$ cat config.mk
export PLATFORM = sky130hd
export DESIGN_NAME = nvc_host
export DESIGN_NICKNAME = d
export VERILOG_FILES = /design/src/nvc_pkg.sv /design/src/nvc_wait.sv /design/src/nvc_host.sv
export SDC_FILE = /design/constraint.sdc
export NUM_CORES = 1
export LEC_CHECK = 0
export ABC_AREA = 1
export BUFFER_PORTS_ARGS = -buffer_cell sky130_fd_sc_hd__buf_2
export CORE_MARGIN = 2
export CORE_UTILIZATION = 35
export DETAILED_ROUTE_END_ITERATION = 6
export SYNTH_ARGS = -nofsm -noshare
export SYNTH_HDL_FRONTEND = slang
export SYNTH_SLANG_ARGS = --single-unit
$ cat constraint.sdc
create_clock -name core_clk -period 2.2 [get_ports core_clk]
set_input_delay 0.22 -clock core_clk [delete_from_list [all_inputs] [get_ports core_clk]]
set_output_delay 0.22 -clock core_clk [all_outputs]
set_load 0.005 [all_outputs]
$ cat src/nvc_pkg.sv
// Shared constants and carriers for the nonvolatile SRAM pin controller.
// Assumes a 20 MHz core clock; the memory itself is asynchronous.
package nvc_pkg;
  // ------------------------------------------------------------
  // Geometry
  // ------------------------------------------------------------
  localparam int ADDR_W = 11;
  localparam int DATA_W = 8;
  localparam int DEPTH = 2048;
  // ------------------------------------------------------------
  // Timing
  // ------------------------------------------------------------
  localparam int CLK_PERIOD_NS = 50;
  localparam int INIT_HOLD_NS = 25;
  localparam int RECALL_MAX_US = 20;
  localparam int STORE_MAX_MS = 10;
  localparam int ACCESS_NS = 45;
  localparam int SETUP_NS = 5;
  // Least times round up, at least one cycle
  localparam int INIT_HOLD_CYC =
    (INIT_HOLD_NS + CLK_PERIOD_NS - 1) / CLK_PERIOD_NS;
  localparam int SETUP_CYC = (SETUP_NS + CLK_PERIOD_NS - 1) / CLK_PERIOD_NS;
  localparam int ACCESS_CYC =
    (ACCESS_NS + CLK_PERIOD_NS - 1) / CLK_PERIOD_NS + 1;
  localparam int RECALL_CYC = RECALL_MAX_US * 1000 / CLK_PERIOD_NS;
  localparam int STORE_CYC = STORE_MAX_MS * 1000000 / CLK_PERIOD_NS;
  localparam logic [3:0] PINS_IDLE = 4'hf;
  // ------------------------------------------------------------
  // Carriers
  // ------------------------------------------------------------
  typedef enum logic [1:0] {
    CMD_READ = 2'b00,
    CMD_WRITE = 2'b01,
    CMD_STORE = 2'b10,
    CMD_RECALL = 2'b11
  } cmd_e;
  typedef struct packed {
    cmd_e cmd;
    logic [ADDR_W-1:0] addr;
    logic [DATA_W-1:0] wdata;
  } req_s;
  // Active-low control pins towards the memory
  typedef struct packed {
    logic chip_sel_n;
    logic out_en_n;
    logic wr_en_n;
    logic shadow_transfer_n;
  } ctl_s;
endpackage

$ cat src/nvc_wait.sv
// Down counter that times one phase of a pin sequence.
// Assumes load and the count come from the same clock domain.
module nvc_wait #(
  parameter int CNT_W = 18
) (
  // Clock and reset
  input wire logic core_clk,
  input wire logic rstn,
  // Control
  input wire logic load,
  input wire logic [CNT_W-1:0] count,
  // Status
  output logic done
);
  logic [CNT_W-1:0] cnt_r;

  if (CNT_W < 1)
  begin : g_bad_width
    $error("nvc_wait: counter width must be at least one");
  end

  always_ff @(posedge core_clk or negedge rstn)
  begin
    if (!rstn)
      cnt_r <= '0;
    else if (load)
      cnt_r <= count;
    else if (cnt_r != '0)
      cnt_r <= cnt_r - 1'b1;
  end

  // Done reads the count only: the caller's load is built from it
  assign done = (cnt_r == '0);
endmodule

$ cat src/nvc_host.sv
// Host-side controller that drives a 2K x 8 nonvolatile SRAM by its pins.
// Assumes the memory answers asynchronously; read data is synchronised.
// Store and recall end only by the memory's own timing, so the controller
// waits the documented worst case before it touches the pins again.
import nvc_pkg::*;

// Summary of operation
// - Hold recall pin state at least 25 ns
// - Any of four pins ends store initiation
// - Shadow, select or output enable ends recall
// - Keep other pins static during select store
module nvc_host #(
  parameter int RECALL_WAIT = RECALL_CYC,
  parameter int STORE_WAIT = STORE_CYC
) (
  // Clock and reset
  input wire logic core_clk,
  input wire logic rstn,
  // Request side
  input wire nvc_pkg::req_s req,
  input wire logic req_valid,
  output logic req_ready,
  output logic [nvc_pkg::DATA_W-1:0] rd_data,
  output logic rd_valid,
  // Memory pins
  output nvc_pkg::ctl_s ctl,
  output logic [nvc_pkg::ADDR_W-1:0] word_select_bus,
  output logic [nvc_pkg::DATA_W-1:0] byte_bus_o,
  output logic byte_bus_oe_n,
  input wire logic [nvc_pkg::DATA_W-1:0] byte_bus_i
);
  import nvc_pkg::*;

  localparam int CNT_W = 18;

  if (RECALL_WAIT < 1 || STORE_WAIT < 1 ||
      RECALL_WAIT >= (1 << CNT_W) || STORE_WAIT >= (1 << CNT_W))
  begin : g_bad_wait
    $error("nvc_host: wait counts out of range");
  end

  // ------------------------------------------------------------
  // Sequencer
  // ------------------------------------------------------------
  typedef enum logic [2:0] {
    ST_IDLE = 3'b000,
    ST_SETUP = 3'b001,
    ST_HOLD = 3'b010,
    ST_XFER = 3'b011,
    ST_READ = 3'b100,
    ST_GAP = 3'b101
  } state_e;

  state_e state_r;
  req_s cur_r;
  logic [DATA_W-1:0] sync1_r;
  logic [DATA_W-1:0] sync2_r;
  logic wait_load;
  logic [CNT_W-1:0] wait_count;
  logic wait_done;

  // Final active-low pin pattern for each command
  function automatic ctl_s pins_of(cmd_e c);
    ctl_s p;
    p = PINS_IDLE;
    unique case (c)
      CMD_READ:
        p = '{chip_sel_n: 1'b0, out_en_n: 1'b0, wr_en_n: 1'b1,
              shadow_transfer_n: 1'b1};
      CMD_WRITE:
        p = '{chip_sel_n: 1'b0, out_en_n: 1'b1, wr_en_n: 1'b0,
              shadow_transfer_n: 1'b1};
      CMD_STORE:
        p = '{chip_sel_n: 1'b0, out_en_n: 1'b1, wr_en_n: 1'b0,
              shadow_transfer_n: 1'b0};
      CMD_RECALL:
        p = '{chip_sel_n: 1'b0, out_en_n: 1'b0, wr_en_n: 1'b1,
              shadow_transfer_n: 1'b0};
    endcase
    return p;
  endfunction

  // Setup pattern: select withheld so it is the last edge in.
  // Store is select-controlled: write enable is already low, so
  // the recall combination never appears on the way in.
  function automatic ctl_s setup_of(cmd_e c);
    ctl_s p;
    p = pins_of(c);
    p.chip_sel_n = 1'b1;
    return p;
  endfunction

  nvc_wait #(.CNT_W(CNT_W)) u_wait (
    .core_clk(core_clk),
    .rstn(rstn),
    .load(wait_load),
    .count(wait_count),
    .done(wait_done)
  );

  always_comb
  begin
    wait_load = 1'b0;
    wait_count = '0;
    unique case (state_r)
      ST_IDLE:
      begin
        wait_load = req_valid;
        wait_count = CNT_W'(SETUP_CYC);
      end
      ST_SETUP:
      begin
        wait_load = wait_done;
        wait_count = (cur_r.cmd == CMD_READ) ? CNT_W'(ACCESS_CYC)
                                              : CNT_W'(INIT_HOLD_CYC);
      end
      ST_HOLD:
      begin
        wait_load = wait_done;
        wait_count = (cur_r.cmd == CMD_STORE) ? CNT_W'(STORE_WAIT)
                   : (cur_r.cmd == CMD_RECALL) ? CNT_W'(RECALL_WAIT)
                   : CNT_W'(SETUP_CYC);
      end
      default:
        ;
    endcase
  end

  always_ff @(posedge core_clk or negedge rstn)
  begin
    if (!rstn)
      state_r <= ST_IDLE;
    else
    begin
      unique case (state_r)
        ST_IDLE:
          if (req_valid)
            state_r <= ST_SETUP;
        ST_SETUP:
          if (wait_done)
            state_r <= (cur_r.cmd == CMD_READ) ? ST_READ : ST_HOLD;
        ST_HOLD:
          if (wait_done)
            state_r <= (cur_r.cmd inside {CMD_STORE, CMD_RECALL})
                       ? ST_XFER : ST_GAP;
        ST_READ:
          if (wait_done)
            state_r <= ST_GAP;
        ST_XFER:
          if (wait_done)
            state_r <= ST_IDLE;
        ST_GAP:
          state_r <= ST_IDLE;
        default:
          state_r <= ST_IDLE;
      endcase
    end
  end

  always_ff @(posedge core_clk or negedge rstn)
  begin
    if (!rstn)
      cur_r <= '0;
    else if (state_r == ST_IDLE && req_valid)
      cur_r <= req;
  end

  // ------------------------------------------------------------
  // Pins
  // ------------------------------------------------------------
  // Leaving to all-high each time gives a fresh edge into the
  // transfer state, so a held pattern never retriggers.
  always_ff @(posedge core_clk or negedge rstn)
  begin
    if (!rstn)
      ctl <= PINS_IDLE;
    else if (state_r == ST_IDLE && req_valid)
      ctl <= setup_of(req.cmd);
    else if (state_r == ST_SETUP && wait_done)
      ctl <= pins_of(cur_r.cmd);
    else if ((state_r == ST_HOLD || state_r == ST_READ) && wait_done)
      ctl <= PINS_IDLE;
  end

  always_ff @(posedge core_clk or negedge rstn)
  begin
    if (!rstn)
    begin
      word_select_bus <= '0;
      byte_bus_o <= '0;
    end
    else if (state_r == ST_IDLE && req_valid)
    begin
      word_select_bus <= req.addr;
      byte_bus_o <= req.wdata;
    end
  end

  // Driven only for writes; floated through store and recall
  always_ff @(posedge core_clk or negedge rstn)
  begin
    if (!rstn)
      byte_bus_oe_n <= 1'b1;
    else if (state_r == ST_IDLE && req_valid)
      byte_bus_oe_n <= (req.cmd != CMD_WRITE);
    else if (state_r == ST_HOLD && wait_done)
      byte_bus_oe_n <= 1'b1;
  end

  // ------------------------------------------------------------
  // Read return
  // ------------------------------------------------------------
  always_ff @(posedge core_clk or negedge rstn)
  begin
    if (!rstn)
    begin
      sync1_r <= '0;
      sync2_r <= '0;
    end
    else
    begin
      sync1_r <= byte_bus_i;
      sync2_r <= sync1_r;
    end
  end

  always_ff @(posedge core_clk or negedge rstn)
  begin
    if (!rstn)
    begin
      rd_data <= '0;
      rd_valid <= 1'b0;
    end
    else
    begin
      rd_valid <= (state_r == ST_READ) && wait_done;
      if ((state_r == ST_READ) && wait_done)
        rd_data <= sync2_r;
    end
  end

  always_ff @(posedge core_clk or negedge rstn)
  begin
    if (!rstn)
      req_ready <= 1'b0;
    else
      req_ready <= (state_r == ST_GAP) ||
                   (state_r == ST_XFER && wait_done) ||
                   (state_r == ST_IDLE && !req_valid);
  end

  // ------------------------------------------------------------
  // Checks
  // ------------------------------------------------------------
  chk_store_pins_held: assert property (@(posedge core_clk) disable iff (!rstn)
    (state_r == ST_HOLD && cur_r.cmd == CMD_STORE) |->
      ctl == pins_of(CMD_STORE))
    else $error("store pins moved during initiation");
  chk_recall_min_hold: assert property (@(posedge core_clk) disable iff (!rstn)
    $fell(ctl.chip_sel_n) && !ctl.shadow_transfer_n && ctl.wr_en_n |->
      !ctl.chip_sel_n [*2])
    else $error("recall state held too briefly");
  chk_xfer_bus_float: assert property (@(posedge core_clk) disable iff (!rstn)
    state_r == ST_XFER |-> byte_bus_oe_n && ctl == PINS_IDLE)
    else $error("pins active during transfer");
  chk_no_recall_combo: assert property (@(posedge core_clk) disable iff (!rstn)
    cur_r.cmd == CMD_STORE && state_r != ST_IDLE |->
      !(!ctl.chip_sel_n && ctl.wr_en_n && !ctl.out_en_n))
    else $error("recall pattern while storing");
  chk_recall_time: assert property (@(posedge core_clk) disable iff (!rstn)
    $rose(state_r == ST_XFER) && cur_r.cmd == CMD_RECALL |->
      ##[1:450] state_r == ST_IDLE)
    else $error("recall wait not ended");
  chk_read_valid: assert property (@(posedge core_clk) disable iff (!rstn)
    rd_valid |-> $past(state_r == ST_READ) && ctl == PINS_IDLE)
    else $error("read data returned outside read");
  chk_fresh_edge: assert property (@(posedge core_clk) disable iff (!rstn)
    $rose(state_r == ST_XFER) |-> ctl == PINS_IDLE)
    else $error("transfer state held after initiation");
  chk_write_drive: assert property (@(posedge core_clk) disable iff (!rstn)
    !byte_bus_oe_n |-> cur_r.cmd == CMD_WRITE && ctl.shadow_transfer_n)
    else $error("bus driven outside write");

  cov_store: cover property (@(posedge core_clk) disable iff (!rstn)
    state_r == ST_XFER && cur_r.cmd == CMD_STORE);
  cov_recall: cover property (@(posedge core_clk) disable iff (!rstn)
    state_r == ST_XFER && cur_r.cmd == CMD_RECALL);
  cov_read: cover property (@(posedge core_clk) disable iff (!rstn)
    rd_valid);
endmodule

==> metrics.md <==
| Metric | Value |
|---|---|
| Antenna-violating nets left | `0` |
| Crit Path Class | `flip-flop to flip-flop` |
| Netlist Area Pre-Place | `3354 um2` |
| Reg2reg start | `u_wait.cnt_r[0]` |
| RSZ-0062 raised after global routing | `false` |
| Max IR drop VDD | `0.0005815 V` |
| Die area | `~10000 um2` |
| Most common cell after layout, fill and taps aside | `nand2_1` |
| Hold Slack | `approximately 0.052 ns` |
| Register bit total from synthesis | `73` |
| Synth top area share | `0.5073` |
| Post-Route Skew | `0.01029 ns` |
| Total global-route track usage | `0.1463` |
| Post-synth EDFFs | `0` |
| Fin crit share | `0.8474` |
| DRC violations left | `0` |
| CP Max Fanout | `15` |
| Ys flop type | `dfrtp_1` |
| Post-route minimum period | `roughly 1.9 ns` |
| Finished Layout Cells | `586` |
| Syn avg cell area | `9.042 um2` |
| # clock sinks | `73` |
| Crit path arrival time | `2.16 ns` |
| Clk root buf | `clkbuf_8` |
| Clock Tree Buf Depth | `2` |
| Vias in the first global route | `2626` |
| Highest Clock Rate | `536.4 MHz` |
| Commonest cells after routing, fill and taps aside | `nand2_1 (131), dfrtp_1 (68), buf_2 (65)` |
| Final WS setup | `0.3357 ns` |
| Layout cells sized above 1 | `0.2648` |
| TritonCTS buffer count | `9` |
| Worst Reg2Reg Path Length in Cells | `10` |
| Initial antenna violation count | `0` |
| Worst-Skew Late Latency | `0.36 ns` |
| Placement-stage cell area | `3827 um2` |
| IO Pins | `66` |
| Synth top area cells | `dfrtp_1 (51%), nand2_1 (15%), dfstp_2 (3.9%)` |
| Drt pass-1 iters | `4` |
| Total gr overflow | `0` |
| Endpoint type of the worst setup path | `flip-flop` |
| Area leader, netlist | `dfrtp_1` |
| Largest net degree at the start of global routing | `between 70 and 80` |
| Drt total wl | `just under 7000 um` |
| Ant. Diodes | `0` |
| Yosys warns | `0` |
| Worst-path clk slew | `0.08 ns` |
| Power per cell area | `between 1000 and 1500 nW/um2` |
| Syn Nets | `around 400` |
| Die X | `101.9 um` |
| Core Box Area | `9284 um2` |
| Hold WC Path Type | `input pin to flip-flop` |
| Final hold vios | `0` |
| Critical Path Start Type | `flip-flop` |
| Vias | `2592` |
| Post-synth ARST share | `1.000` |
| CTS tree | `yes` |
| R2r setup slk | `around 0.34 ns` |
| Initial Util | `0.3613` |
| Distinct cells, synth | `35` |
| Leak Pwr | `0.002206 uW` |
| CP required | `2.50 ns` |
| Status | `completed` |
| Worst Max-Slew Pin Slew | `0.4938 ns` |
| Area Growth Syn to Fin | `22.98%` |
| Placed instance count | `561` |
| 1st-iter DRT viols | `~110` |
| Seq/Total Area, Yosys | `0.5464` |
| Place WS | `between 0.3 and 0.4 ns` |
| Worst hold path depth | `3` |
| Buffers on Ports | `65` |
| Dpl hpwl | `4750 um` |
| Fin nets | `491` |
| Max-cap check violation count | `0` |
| Hold Path Origin | `req[8]` |
| Final slew viol count | `0` |
| Avg Vias per Cell | `4.423` |
| Finished layout cell area | `between 4000 and 5000 um2` |
| Setup total negative slack | `0 ns` |
| Die H | `about 100 um` |
| Critical R2R Capture | `rd_data[0]` |
| Relative slew slack | `0.6704` |
| Setup violations, final | `0` |
| First-pass GRT wire length | `11960 um` |
| Mapped Cells | `approximately 370` |
| GP Congestion | `around 0.81` |
| WL/cell | `11.53 um` |
| H-tree lvl count | `3` |
| FP Rows | `35` |
| Worst Hold End | `word_select_bus[0]` |
-- flip-flops by register name (all words and copies together) (netlist names) --
| signal | flops |
|---|---|
| u_wait.cnt_r | 18 |
| word_select_bus | 11 |
| byte_bus_o | 8 |
| rd_data | 8 |
| sync1_r | 8 |
| sync2_r | 8 |
| ctl | 4 |
| state_r | 3 |
| cur_r | 2 |
| byte_bus_oe_n | 1 |
| rd_valid | 1 |
| req_ready | 1 |
-- critical path, stage by stage, from the launching register on --
cell and delay [ns]:
dfrtp_1 0.39, inv_1 0.14, ha_1 0.22, nand2_2 0.13
nor2_8 0.20, nand2_4 0.09, nor2_8 0.25, nand2_4 0.15
clkinv_4 0.11, nand2_1 0.06, nand2_1 0.05
-- kinds of logic after synthesis --
| kind of cell | synth area share |
|---|---|
| and+or+nand+nor | 0.3077 |
| DFF | 0.5464 |
| buffers and inverters | 0.05184 |
| AOI/OAI and AO/OA | 0.03320 |
| xor gates and xnor gates | 0.02872 |
| adders and majority gates | 0.02611 |
| muxes | 0.005968 |
-- synth_stat cells, drive strengths merged (2+ instances only) --
master	count
nand2	139
dfrtp	68
nor2	37
inv	31
nand3	24
a21oi	10
nor3	10
o21ai	8
ha	7
xor2	7
nand4	6
buf	5
dfstp	5
xnor2	4
clkbuf	2
mux2i	2
nand3b	2
-- worst max path at each step --
| stage | from | endpoint | cells past startpoint | slack (ns) |
|---|---|---|---|---|
| after detailed placement | u_wait.cnt_r[0] | rd_data[4] | 10 | 0.34 |
| after floorplan | u_wait.cnt_r[0] | u_wait.cnt_r[4] | 8 | 0.61 |
| after CTS | u_wait.cnt_r[0] | rd_data[0] | 10 | 0.32 |
| final | u_wait.cnt_r[0] | rd_data[0] | 10 | 0.34 |
| after global routing | u_wait.cnt_r[0] | rd_data[0] | 10 | 0.16 |
| after global placement | u_wait.cnt_r[0] | rd_data[4] | 10 | 0.40 |
-- area by class of cell --
class	instances	area, um2
repair buffers	77	450.4
clock buffers	9	123.9
flip-flops and latches	73	1833
clock inverters	7	83.83
inverters	32	125.1
well taps	129	161.4
fillers	954	5159
multi-input cells	259	1348
-- metal layers --
metal,wire [um],part of all wire,vias to the layer above,GRT usage
li1,-,-,1330,-
met4,91,0.013,0,0.04923
met2,3102,0.46,61,0.2373
met3,378,0.056,11,0.04309
met5,0,0,-,0
met1,3185,0.47,1190,0.1883
-- report_power, final --
| part | leakage, uW | switching, uW | total [uW] | internal [uW] |
|---|---|---|---|---|
| sequential | 0.000913 | 313 | 2140 | 1830 |
| clock | 0.000102 | 560 | 1100 | 543 |
| combinational | 0.00119 | 1310 | 2160 | 851 |
| total | 0.00221 | 2180 | 5400 | 3220 |
-- per-stage QoR --
step                  util  power (uW)
finish              0.4443        5400
global route        0.4443        5913
CTS                 0.4443        5470
detailed placement  0.4123        4331
global placement    0.4123        4304
floorplan                -        3660
-- what timing repair did --
action / in CTS / in global routing
resized for setup: 0 / 0
hold endpoints to repair: 76 / 0
hold buffers: 9 / 0
setup buffers: 0 / 0
(Power assumes the default switching activity.)
